`src/core/vpfc_pkg.sv`:
```
// Shared constants and types for the valve pressure fallback controller
package vpfc_pkg;
   // Values are signed 16-bit in tenths of a percent; gains in tenths
   typedef logic signed [15:0] vpfc_val_t;

   typedef struct packed {
      logic [15:0] prop;
      logic [15:0] integ;
      logic [15:0] minor_loop;
   } vpfc_gains_s;

   typedef enum logic [1:0] {
      SEL_TRAVEL,
      SEL_PRESSURE,
      SEL_FB_AUTO,
      SEL_FB_MANUAL
   } vpfc_sel_e;

   typedef enum logic [1:0] {
      LOOP_TRAVEL,
      LOOP_PRESSURE,
      LOOP_FALLBACK
   } vpfc_loop_e;

   // Register byte offsets
   localparam logic [7:0] OFS_CTRL = 8'h00;
   localparam logic [7:0] OFS_PROP = 8'h04;
   localparam logic [7:0] OFS_INTEG = 8'h08;
   localparam logic [7:0] OFS_MINOR_LOOP = 8'h0C;
   localparam logic [7:0] OFS_DEAD_ZONE = 8'h10;
   localparam logic [7:0] OFS_UPPER_CLAMP = 8'h14;
   localparam logic [7:0] OFS_LOWER_CLAMP = 8'h18;
   localparam logic [7:0] OFS_TRAVEL_HI = 8'h1C;
   localparam logic [7:0] OFS_TRAVEL_LO = 8'h20;
   localparam logic [7:0] OFS_PRESS_OPEN = 8'h24;
   localparam logic [7:0] OFS_PRESS_CLOSED = 8'h28;
   localparam logic [7:0] OFS_RANGE_TOP = 8'h2C;
   localparam logic [7:0] OFS_RANGE_BOTTOM = 8'h30;
   localparam logic [7:0] OFS_STATUS = 8'h34;

   // Control and status field positions
   localparam int CTRL_PRESET_LSB = 0;
   localparam int CTRL_SEL_LSB = 4;
   localparam int STATUS_PRESSURE_BIT = 0;
   localparam int STATUS_FALLBACK_BIT = 1;

   // Preset codes: B..M fixed, then expert
   localparam logic [3:0] PRESET_B = 4'h0;
   localparam logic [3:0] PRESET_C = 4'h1;
   localparam logic [3:0] PRESET_M = 4'hB;
   localparam logic [3:0] PRESET_EXPERT = 4'hC;

   // Cutoff forcing and disable points, limits
   localparam vpfc_val_t CUT_FORCE_HI = 16'sh04CE;
   localparam vpfc_val_t CUT_FORCE_LO = 16'shFF1A;
   localparam vpfc_val_t CUT_OFF_HI = 16'sh04E2;
   localparam vpfc_val_t CUT_OFF_LO = 16'shFF06;
   localparam vpfc_val_t DEAD_ZONE_MAX = 16'sh0014;
   localparam vpfc_val_t CLAMP_MAX = 16'sh03E8;
   localparam vpfc_val_t CLAMP_MIN = 16'shFC18;
   localparam vpfc_val_t VAL_ZERO = 16'sh0000;

   // Reset values
   localparam vpfc_gains_s RST_GAINS = '{16'h0016, 16'h0001, 16'h0023};
   localparam vpfc_val_t RST_RANGE_TOP = 16'sh03E8;
   localparam vpfc_val_t RST_RANGE_BOTTOM = 16'sh0000;
endpackage

```
`src/core/vpfc_ctrl.sv`:
```
// Pressure tuning, loop selection with fallback, and target cutoffs
//
// What this block does
// - Twelve fixed pressure presets plus expert choice.
// - Preset B loads gains 0.5, 0.3, 35.
// - Presets C..M follow the fixed faster table.
// - Writing any pressure gain selects expert preset.
// - Hold integral inside dead zone, 0 to 2%.
// - Clamp integrator at upper limit, 0..100%.
// - Clamp integrator at lower limit, -100..0%.
// - Read-only state shows travel or pressure control.
// - Loop selection offers four choices.
// - Auto recovery returns to travel when sensor heals.
// - Manual recovery holds pressure until reselection.
// - Fallback ignores travel sensor alert enable.
// - Range fault or gross deviation triggers fallback.
// - Above travel high cutoff force 123.0%.
// - Below travel low cutoff force -23%.
// - Above pressure open cutoff force 123.0%.
// - Below pressure closed cutoff force -23%.
//
// Implementation choices: the address map and the APB interface to the registers.
`timescale 1ns/100ps
module vpfc_ctrl (
   // Clock and reset
   input wire logic sys_clk,
   input wire logic rst,
   // APB slave
   input wire logic psel,
   input wire logic penable,
   input wire logic pwrite,
   input wire logic [7:0] paddr,
   input wire logic [31:0] pwdata,
   output logic [31:0] prdata,
   output logic pready,
   output logic pslverr,
   // Loop inputs
   input wire logic signed [15:0] setpoint,
   input wire logic signed [15:0] pressure_error,
   input wire logic signed [15:0] integrator_raw,
   input wire logic travel_range_fault,
   input wire logic gross_deviation,
   // Loop outputs
   output vpfc_pkg::vpfc_gains_s active_gains,
   output logic signed [15:0] travel_target,
   output logic signed [15:0] pressure_target,
   output logic integral_hold,
   output logic signed [15:0] integrator_clamped,
   output logic active_loop_state,
   output logic fallback_active
);
   function automatic vpfc_pkg::vpfc_val_t sat(
      input vpfc_pkg::vpfc_val_t v,
      input vpfc_pkg::vpfc_val_t lo,
      input vpfc_pkg::vpfc_val_t hi
   );
      sat = (v > hi) ? hi : ((v < lo) ? lo : v);
   endfunction

   function automatic vpfc_pkg::vpfc_val_t cutoff(
      input vpfc_pkg::vpfc_val_t sp,
      input vpfc_pkg::vpfc_val_t hi,
      input vpfc_pkg::vpfc_val_t lo
   );
      if (hi != vpfc_pkg::CUT_OFF_HI && sp > hi) begin
         cutoff = vpfc_pkg::CUT_FORCE_HI;
      end else if (lo != vpfc_pkg::CUT_OFF_LO && sp < lo) begin
         cutoff = vpfc_pkg::CUT_FORCE_LO;
      end else begin
         cutoff = sp;
      end
   endfunction

   logic [3:0] preset_reg;
   logic [3:0] preset_next;
   vpfc_pkg::vpfc_sel_e sel_reg;
   vpfc_pkg::vpfc_gains_s gains_reg;
   vpfc_pkg::vpfc_gains_s rom_q;
   logic load_pend_reg;
   vpfc_pkg::vpfc_val_t dead_zone_reg;
   vpfc_pkg::vpfc_val_t upper_reg;
   vpfc_pkg::vpfc_val_t lower_reg;
   vpfc_pkg::vpfc_val_t travel_hi_reg;
   vpfc_pkg::vpfc_val_t travel_lo_reg;
   vpfc_pkg::vpfc_val_t press_open_reg;
   vpfc_pkg::vpfc_val_t press_closed_reg;
   vpfc_pkg::vpfc_val_t range_top_reg;
   vpfc_pkg::vpfc_val_t range_bottom_reg;
   vpfc_pkg::vpfc_loop_e loop_reg;
   vpfc_pkg::vpfc_loop_e loop_next;
   logic pready_reg;
   logic pslverr_reg;
   logic [31:0] prdata_reg;
   logic signed [15:0] travel_target_reg;
   logic signed [15:0] pressure_target_reg;
   logic integral_hold_reg;
   logic signed [15:0] integ_clamped_reg;
   logic pressure_ctl_reg;
   logic fallback_reg;

   // Bus decode: one wait state, commit at the edge where pready is high
   wire commit = psel && penable && pready_reg;
   wire wr = commit && pwrite;
   wire vpfc_pkg::vpfc_val_t wval = pwdata[15:0];
   wire wr_ctrl = wr && paddr == vpfc_pkg::OFS_CTRL;
   wire wr_prop = wr && paddr == vpfc_pkg::OFS_PROP;
   wire wr_integ = wr && paddr == vpfc_pkg::OFS_INTEG;
   wire wr_minor_loop = wr && paddr == vpfc_pkg::OFS_MINOR_LOOP;
   wire wr_gain = wr_prop || wr_integ || wr_minor_loop;
   wire [3:0] wpreset = pwdata[vpfc_pkg::CTRL_PRESET_LSB +: 4];
   wire [1:0] wsel = pwdata[vpfc_pkg::CTRL_SEL_LSB +: 2];
   wire wpreset_ok = wpreset <= vpfc_pkg::PRESET_EXPERT;
   wire mapped = paddr[1:0] == 2'b00 && paddr <= vpfc_pkg::OFS_STATUS;
   wire sensor_bad = travel_range_fault || gross_deviation;
   wire vpfc_pkg::vpfc_val_t abs_err =
      pressure_error[15] ? -pressure_error : pressure_error;

   // Illegal preset codes are ignored; the field keeps its value
   assign preset_next = wr_gain ? vpfc_pkg::PRESET_EXPERT :
                        (wr_ctrl && wpreset_ok) ? wpreset : preset_reg;

   // Status word
   wire [31:0] status_word = {30'h0,
      loop_reg == vpfc_pkg::LOOP_FALLBACK,
      loop_reg != vpfc_pkg::LOOP_TRAVEL};

   // Read selection
   wire [15:0] rd_val =
      paddr == vpfc_pkg::OFS_PROP ? gains_reg.prop :
      paddr == vpfc_pkg::OFS_INTEG ? gains_reg.integ :
      paddr == vpfc_pkg::OFS_MINOR_LOOP ? gains_reg.minor_loop :
      paddr == vpfc_pkg::OFS_DEAD_ZONE ? dead_zone_reg :
      paddr == vpfc_pkg::OFS_UPPER_CLAMP ? upper_reg :
      paddr == vpfc_pkg::OFS_LOWER_CLAMP ? lower_reg :
      paddr == vpfc_pkg::OFS_TRAVEL_HI ? travel_hi_reg :
      paddr == vpfc_pkg::OFS_TRAVEL_LO ? travel_lo_reg :
      paddr == vpfc_pkg::OFS_PRESS_OPEN ? press_open_reg :
      paddr == vpfc_pkg::OFS_PRESS_CLOSED ? press_closed_reg :
      paddr == vpfc_pkg::OFS_RANGE_TOP ? range_top_reg :
      paddr == vpfc_pkg::OFS_RANGE_BOTTOM ? range_bottom_reg : 16'h0000;
   wire [31:0] rd_word =
      paddr == vpfc_pkg::OFS_CTRL ? {26'h0, sel_reg, preset_reg} :
      paddr == vpfc_pkg::OFS_STATUS ? status_word : {16'h0000, rd_val};

   // Preset table lookup; address follows the written preset code
   vpfc_gain_rom u_rom (
      .sys_clk(sys_clk),
      .rst(rst),
      .addr(wr_ctrl ? wpreset : preset_reg),
      .q(rom_q)
   );

   // Loop selection and fallback
   always_comb begin
      unique case (sel_reg)
         vpfc_pkg::SEL_TRAVEL: loop_next = vpfc_pkg::LOOP_TRAVEL;
         vpfc_pkg::SEL_PRESSURE: loop_next = vpfc_pkg::LOOP_PRESSURE;
         vpfc_pkg::SEL_FB_AUTO: loop_next = sensor_bad ?
            vpfc_pkg::LOOP_FALLBACK : vpfc_pkg::LOOP_TRAVEL;
         vpfc_pkg::SEL_FB_MANUAL: loop_next =
            (sensor_bad || loop_reg == vpfc_pkg::LOOP_FALLBACK) ?
            vpfc_pkg::LOOP_FALLBACK : vpfc_pkg::LOOP_TRAVEL;
      endcase
   end

   // Bus handshake and read data
   always_ff @(posedge sys_clk) begin
      if (rst) begin
         pready_reg <= 1'b0;
         pslverr_reg <= 1'b0;
         prdata_reg <= 32'h0000_0000;
      end else begin
         pready_reg <= psel && penable && !pready_reg;
         pslverr_reg <= psel && penable && !pready_reg && !mapped;
         prdata_reg <= (psel && penable && !pready_reg && !pwrite)
                       ? rd_word : 32'h0000_0000;
      end
   end

   // Tuning registers
   always_ff @(posedge sys_clk) begin
      if (rst) begin
         preset_reg <= vpfc_pkg::PRESET_C;
         sel_reg <= vpfc_pkg::SEL_TRAVEL;
         gains_reg <= vpfc_pkg::RST_GAINS;
         load_pend_reg <= 1'b0;
      end else begin
         preset_reg <= preset_next;
         if (wr_ctrl) begin
            sel_reg <= vpfc_pkg::vpfc_sel_e'(wsel);
         end
         load_pend_reg <= wr_ctrl && wpreset < vpfc_pkg::PRESET_EXPERT;
         if (load_pend_reg) begin
            gains_reg <= rom_q;
         end
         if (wr_prop) begin
            gains_reg.prop <= pwdata[15:0];
         end
         if (wr_integ) begin
            gains_reg.integ <= pwdata[15:0];
         end
         if (wr_minor_loop) begin
            gains_reg.minor_loop <= pwdata[15:0];
         end
      end
   end

   // Limits and cutoffs saturated to their legal spans; range stored as written
   always_ff @(posedge sys_clk) begin
      if (rst) begin
         dead_zone_reg <= vpfc_pkg::VAL_ZERO;
         upper_reg <= vpfc_pkg::CLAMP_MAX;
         lower_reg <= vpfc_pkg::CLAMP_MIN;
         travel_hi_reg <= vpfc_pkg::CUT_OFF_HI;
         travel_lo_reg <= vpfc_pkg::CUT_OFF_LO;
         press_open_reg <= vpfc_pkg::CUT_OFF_HI;
         press_closed_reg <= vpfc_pkg::CUT_OFF_LO;
         range_top_reg <= vpfc_pkg::RST_RANGE_TOP;
         range_bottom_reg <= vpfc_pkg::RST_RANGE_BOTTOM;
      end else if (wr) begin
         unique case (paddr)
            vpfc_pkg::OFS_DEAD_ZONE: dead_zone_reg <=
               sat(wval, vpfc_pkg::VAL_ZERO, vpfc_pkg::DEAD_ZONE_MAX);
            vpfc_pkg::OFS_UPPER_CLAMP: upper_reg <=
               sat(wval, vpfc_pkg::VAL_ZERO, vpfc_pkg::CLAMP_MAX);
            vpfc_pkg::OFS_LOWER_CLAMP: lower_reg <=
               sat(wval, vpfc_pkg::CLAMP_MIN, vpfc_pkg::VAL_ZERO);
            vpfc_pkg::OFS_TRAVEL_HI: travel_hi_reg <=
               sat(wval, vpfc_pkg::CUT_OFF_LO, vpfc_pkg::CUT_OFF_HI);
            vpfc_pkg::OFS_TRAVEL_LO: travel_lo_reg <=
               sat(wval, vpfc_pkg::CUT_OFF_LO, vpfc_pkg::CUT_OFF_HI);
            vpfc_pkg::OFS_PRESS_OPEN: press_open_reg <=
               sat(wval, vpfc_pkg::CUT_OFF_LO, vpfc_pkg::CUT_OFF_HI);
            vpfc_pkg::OFS_PRESS_CLOSED: press_closed_reg <=
               sat(wval, vpfc_pkg::CUT_OFF_LO, vpfc_pkg::CUT_OFF_HI);
            vpfc_pkg::OFS_RANGE_TOP: range_top_reg <= wval;
            vpfc_pkg::OFS_RANGE_BOTTOM: range_bottom_reg <= wval;
            default: ;
         endcase
      end
   end

   // Loop datapath
   always_ff @(posedge sys_clk) begin
      if (rst) begin
         loop_reg <= vpfc_pkg::LOOP_TRAVEL;
         travel_target_reg <= vpfc_pkg::VAL_ZERO;
         pressure_target_reg <= vpfc_pkg::VAL_ZERO;
         integral_hold_reg <= 1'b0;
         integ_clamped_reg <= vpfc_pkg::VAL_ZERO;
         pressure_ctl_reg <= 1'b0;
         fallback_reg <= 1'b0;
      end else begin
         loop_reg <= loop_next;
         pressure_ctl_reg <= loop_next != vpfc_pkg::LOOP_TRAVEL;
         fallback_reg <= loop_next == vpfc_pkg::LOOP_FALLBACK;
         travel_target_reg <=
            cutoff(setpoint, travel_hi_reg, travel_lo_reg);
         pressure_target_reg <=
            cutoff(setpoint, press_open_reg, press_closed_reg);
         integral_hold_reg <= abs_err <= dead_zone_reg;
         integ_clamped_reg <= sat(integrator_raw, lower_reg, upper_reg);
      end
   end

   assign prdata = prdata_reg;
   assign pready = pready_reg;
   assign pslverr = pslverr_reg;
   assign active_gains = gains_reg;
   assign travel_target = travel_target_reg;
   assign pressure_target = pressure_target_reg;
   assign integral_hold = integral_hold_reg;
   assign integrator_clamped = integ_clamped_reg;
   assign active_loop_state = pressure_ctl_reg;
   assign fallback_active = fallback_reg;

   a_gain_to_expert: assert property (@(posedge sys_clk) disable iff (rst)
      wr_gain |=> preset_reg == vpfc_pkg::PRESET_EXPERT)
      else $error("gain write did not select expert");
   a_preset_b_load: assert property (@(posedge sys_clk) disable iff (rst)
      (wr_ctrl && wpreset == vpfc_pkg::PRESET_B) |-> ##2
      (gains_reg == vpfc_pkg::vpfc_gains_s'{16'h0005, 16'h0003, 16'h0023}))
      else $error("preset B gains wrong");
   a_preset_m_load: assert property (@(posedge sys_clk) disable iff (rst)
      (wr_ctrl && wpreset == vpfc_pkg::PRESET_M) |-> ##2
      (gains_reg == vpfc_pkg::vpfc_gains_s'{16'h005A, 16'h0001, 16'h000C}))
      else $error("preset M gains wrong");
   a_clamp_span: assert property (@(posedge sys_clk) disable iff (rst)
      ##1 (integ_clamped_reg <= $past(upper_reg)
      && integ_clamped_reg >= $past(lower_reg)))
      else $error("integrator outside clamps");
   a_dead_zone_hold: assert property (@(posedge sys_clk) disable iff (rst)
      (pressure_error == 16'sh0000) |=> integral_hold_reg)
      else $error("integral not held at zero error");
   a_fallback_enter: assert property (@(posedge sys_clk) disable iff (rst)
      (sensor_bad && (sel_reg == vpfc_pkg::SEL_FB_AUTO
      || sel_reg == vpfc_pkg::SEL_FB_MANUAL)) |=> fallback_active)
      else $error("no fallback on sensor fault");
   a_auto_recover: assert property (@(posedge sys_clk) disable iff (rst)
      (!sensor_bad && sel_reg == vpfc_pkg::SEL_FB_AUTO)[*2]
      |-> !fallback_active && !active_loop_state)
      else $error("auto recovery failed");
   a_manual_hold: assert property (@(posedge sys_clk) disable iff (rst)
      (fallback_active && sel_reg == vpfc_pkg::SEL_FB_MANUAL)
      |=> fallback_active)
      else $error("manual recovery released early");
   a_pressure_only: assert property (@(posedge sys_clk) disable iff (rst)
      (sel_reg == vpfc_pkg::SEL_PRESSURE) |=> active_loop_state)
      else $error("pressure selection not in pressure control");
   a_travel_hi_cut: assert property (@(posedge sys_clk) disable iff (rst)
      (travel_hi_reg != vpfc_pkg::CUT_OFF_HI && setpoint > travel_hi_reg)
      |=> travel_target_reg == vpfc_pkg::CUT_FORCE_HI)
      else $error("travel high cutoff not forced");
   a_travel_lo_cut: assert property (@(posedge sys_clk) disable iff (rst)
      (travel_lo_reg != vpfc_pkg::CUT_OFF_LO && setpoint < travel_lo_reg
      && !(travel_hi_reg != vpfc_pkg::CUT_OFF_HI && setpoint > travel_hi_reg))
      |=> travel_target_reg == vpfc_pkg::CUT_FORCE_LO)
      else $error("travel low cutoff not forced");
   a_press_open_cut: assert property (@(posedge sys_clk) disable iff (rst)
      (press_open_reg != vpfc_pkg::CUT_OFF_HI && setpoint > press_open_reg)
      |=> pressure_target_reg == vpfc_pkg::CUT_FORCE_HI)
      else $error("pressure open cutoff not forced");
   a_press_closed_cut: assert property (@(posedge sys_clk) disable iff (rst)
      (press_closed_reg != vpfc_pkg::CUT_OFF_LO
      && setpoint < press_closed_reg && setpoint <= press_open_reg)
      |=> pressure_target_reg == vpfc_pkg::CUT_FORCE_LO)
      else $error("pressure closed cutoff not forced");
endmodule

```
`src/core/vpfc_gain_rom.sv`:
```
// Fixed pressure gain preset table with registered read data
`timescale 1ns/100ps
module vpfc_gain_rom (
   // Clock and reset
   input wire logic sys_clk,
   input wire logic rst,
   // Lookup
   input wire logic [3:0] addr,
   output vpfc_pkg::vpfc_gains_s q
);
   vpfc_pkg::vpfc_gains_s entry;

   always_comb begin
      unique case (addr)
         4'h0: entry = '{16'h0005, 16'h0003, 16'h0023};
         4'h1: entry = '{16'h0016, 16'h0001, 16'h0023};
         4'h2: entry = '{16'h0018, 16'h0001, 16'h0023};
         4'h3: entry = '{16'h001C, 16'h0001, 16'h0023};
         4'h4: entry = '{16'h001F, 16'h0001, 16'h0023};
         4'h5: entry = '{16'h0024, 16'h0001, 16'h0022};
         4'h6: entry = '{16'h002A, 16'h0001, 16'h001F};
         4'h7: entry = '{16'h0030, 16'h0001, 16'h001B};
         4'h8: entry = '{16'h0038, 16'h0001, 16'h0017};
         4'h9: entry = '{16'h0042, 16'h0001, 16'h0012};
         4'hA: entry = '{16'h004E, 16'h0001, 16'h000C};
         4'hB: entry = '{16'h005A, 16'h0001, 16'h000C};
         default: entry = '{16'h0000, 16'h0000, 16'h0000};
      endcase
   end

   always_ff @(posedge sys_clk) begin
      if (rst) begin
         q <= '{16'h0000, 16'h0000, 16'h0000};
      end else begin
         q <= entry;
      end
   end
endmodule

```
`config.mk`:
```
export PLATFORM = sky130hd
export DESIGN_NAME = vpfc_ctrl
export DESIGN_NICKNAME = d
export VERILOG_FILES = /design/src/core/vpfc_pkg.sv /design/src/core/vpfc_ctrl.sv /design/src/core/vpfc_gain_rom.sv
export SDC_FILE = /design/constraint.sdc
export NUM_CORES = 1
export LEC_CHECK = 0
export ABC_CLOCK_PERIOD_IN_PS = 3800
export CORE_MARGIN = 2
export CORE_UTILIZATION = 60
export CTS_BUF_LIST = sky130_fd_sc_hd__clkbuf_4
export DETAILED_ROUTE_END_ITERATION = 16
export DONT_BUFFER_PORTS = 1
export HOLD_SLACK_MARGIN = 0.03
export PLACE_DENSITY_LB_ADDON = 0.25
export SLEW_MARGIN = 10
export SYNTH_ARGS = -nofsm -noshare
export SYNTH_HDL_FRONTEND = slang
export SYNTH_SLANG_ARGS = --single-unit
```
`constraint.sdc`:
```
create_clock -name sys_clk -period 3.8 [get_ports sys_clk]
set_clock_uncertainty 0.2 [all_clocks]
set_input_delay 0.76 -clock sys_clk [delete_from_list [all_inputs] [get_ports sys_clk]]
set_output_delay 0.76 -clock sys_clk [all_outputs]
set_load 0.02 [all_outputs]
```
==> results.yml <==
clocking:
  cts_buffers: 74
  htree_levels: 3
  clock_latency_ns: 0.73
  cts.sinks: 283
  cts.repair.resized: 0
  cts-root-buf: "clkbuf_4"
  cts.clk_slew.worst_paths_ns: 0.06
  cts_setup_buffers: 0
  cts_tree: "done"
  cts_buffer_depth: 3
timing:
  setup_viol: 0
  period_share_pct: 85.6
  hold_viol: 0
  finalSetupTns_ns: 0
  drv_slew: 0
  fmax_mhz: 307
  relSlewSlack_pct: 39.4
  min_period_ns: 3.25
  rsz0062_at_grt: "false"
  worst_pin_slew_ns: 0.909
floorplan:
  die_area_um2: 27500
  rows: 59
  die-width_um: 166
  start_util_pct: 60.7
  core_area_um2: 25900
  io_pins: 228
  die_h_um: 166
synth:
  synth.most_common_cell: "dfxtp_1"
  synth_top_cell_by_area: "dfxtp_1"
  synth_ff_type: "dfxtp_1"
  synth-simple-area-share_pct: 20.6
  synthMuxAreaShare_pct: 4.94
  ys_ff_latch: 283
  syn_area_um2: 15700
  async_flop_share_pct: 0
  ys_types: 82
  ys_warn_count: 0
  synth-compound-area-share_pct: 21.7
  synth-edff-count: 0
  avgSynthCellArea_um2: 8.21
  synth_area_leaders: "dfxtp_1 (36%), ha_1 (9.1%), a21oi_1 (5.7%)"
  synth_common_cells: "dfxtp_1 (283), nor2_1 (207), a21oi_1 (180)"
  synth_adder_area_share_pct: 9.06
  synth_top_family_by_area: "compound AO/OA/AOI/OAI gates"
  netlist_instances: 1918
  synth_xor_area_share_pct: 0.723
  yosysSeqAreaShare_pct: 36.0
  synth_top_cell_area_share_pct: 36.0
worst_setup_path:
  crit_fanout: 9
  crit_path_top_delay_cell: "and4_1"
  start_kind: "register"
  criticalPathCategory: "reg2reg"
  reg2regPathDepth: 8
  critical_path_arrival_ns: 3.71
  worstPathRequired_ns: 4.26
  crit_family: "simple AND/OR/NAND/NOR gates"
  path_buf_inv: 2
  end_kind: "register"
  critical_path.cell_chain: "and4_1 > buf_4 > nand3_2 > o21ba_2 > and2b_1 > a22oi_2 > nor2_2 > dlygate4sd3_1"
  crit_cells: 8
  slowest_delay_ns: 0.65
placed_design:
  placed_cell_area_um2: 15900
  place.gp.congestion: 1.02
  hpwl_um: 38600
  io_buffers: 0
route:
  via_per_inst: 6.67
  route.detailed.drc: 0
  postRouteAntennaNets: 0
  dr.pass1.iters: 9
  wl_per_cell_um: 24.5
  drtIter0Drc: 2133
  drt_wl_total_um: 57900
  vias: 15783
grt:
  grt_antenna_before_repair: 3
  grt_overflow_total: 0
  grt_pass1_wl_um: 85900
  grt_max_degree: 181
  grt_use_total_pct: 40.2
  first_global_vias: 14567
power:
  power_density_nw_per_um2: 357
  peakVddDrop_v: 0.000289
  p_leak_nw: 7.21
finish:
  largest_register_ffs: 48
  design_area_um2: 17500
  area_delta_synth_final_pct: 11.2
  nets: 2189
  drive_gt1_share_pct: 10.3
worst_hold_path:
  hold_path.class: "in2reg"
  holdPathStages: 2
outcome:
  status: "finished, final reports clean"
run:
  cap_viol_max_count: 0
stage by stage:
stage / instances / worst slack [ns] / util [%] / power [mW] / hold slack (ns)
2_1_floorplan: 1933 / 0.441 / - / 3.50 / 0.230
3_5_place_dp: 2173 / 0.406 / 61.4 / 3.51 / 0.242
4_1_cts: 2361 / 0.664 / 67.5 / 6.23 / 0.0310
5_1_grt: 2365 / 0.497 / 67.6 / 6.45 / 0.0307
6_report: 2367 / 0.547 / 67.6 / 6.25 / 0.0413
3_3_place_gp: 2173 / 0.568 / 61.4 / 3.49 / 0.238
layout make-up:
type | count | area [um2]
Clock buffer | 105 | 788
Timing Repair Buffer | 105 | 971
Sequential cell | 283 | 5670
Multi-Input combinational cell | 1389 | 9040
Inverter | 127 | 477
Clock inverter | 19 | 133
Tap cell | 335 | 419
Fill cell | 2183 | 8400
Antenna cell | 4 | 10.0
layer usage:
layer | wire [um] | vias up | part of all wire (%) | track usage, %
met1 | 21700 | 7372 | 37 | 52.2
met5 | 0 | - | 0 | 0
met2 | 24400 | 1149 | 42 | 58.6
met3 | 8390 | 283 | 14 | 13.9
li1 | - | 6979 | - | -
met4 | 3470 | 0 | 6.0 | 21.9
cell families (layout without fill, tap and decap cells):
family | Yosys count | after routing
simple gates | 650 | 650
compound gates | 521 | 521
flops | 283 | 283
buf+inv | 261 | 356
fa+ha+maj | 114 | 114
mux | 75 | 75
xor+xnor | 13 | 13
other cells | 1 | 20
cells in the final DEF (no fill, tap or decap), drive strengths merged, types with 8 or more instances in the layout:
master       Yosys  final
nor3            36     36
a22oi           41     41
o211ai           9      9
o31ai           12     12
nor4            19     19
clkinv           1     16
clkbuf          85    105
inv            126    128
and2            16     16
o221ai           8      8
a31oi            8      8
nand4           20     20
nand3           38     38
mux2i           63     63
buf             49     40
ha             114    114
o22ai           19     19
o2bb2ai         16     16
dlygate4sd3      0     65
nor3b           43     43
a21o            15     15
xnor2           13     13
nor2           222    222
a211oi          25     25
nand3b           8      8
a22o            13     13
conb             1     16
dfxtp          283    283
nor2b           16     16
a21oi          180    180
a211o           30     30
mux2            11     11
nand2b          18     18
o21a            23     23
or3              8      8
nand2          168    168
o21ai           78     78
worst register-to-register path, cell delays in order (launching register included):
cell and delay, ns:
dfxtp_1 0.51, and4_1 0.65, buf_4 0.24, nand3_2 0.07
o21ba_2 0.36, and2b_1 0.42, a22oi_2 0.12, nor2_2 0.10
dlygate4sd3_1 0.56
repair_timing:
item | in CTS | in global routing
setup endpoints to repair | 0 | 0
hold buffers | 64 | 2
hold endpoints to repair | 230 | 2
final timing paths:
kind	startpoint	endpoint	slack (ns)
max	pready	lower_reg[6]	0.55
min	pwdata[0]	press_closed_reg[0]	0.04
max reg2reg	pready	lower_reg[6]	0.55
min reg2reg	range_top_reg[1]	range_top_reg[1]	0.26
report_power, final:
group	total (mW)	internal, mW	switching, mW
clock network	2.69	1.40	1.29
logic	0.497	0.194	0.303
registers	3.06	3.00	0.0569
total	6.25	4.60	1.65
(Power assumes the default switching activity.)
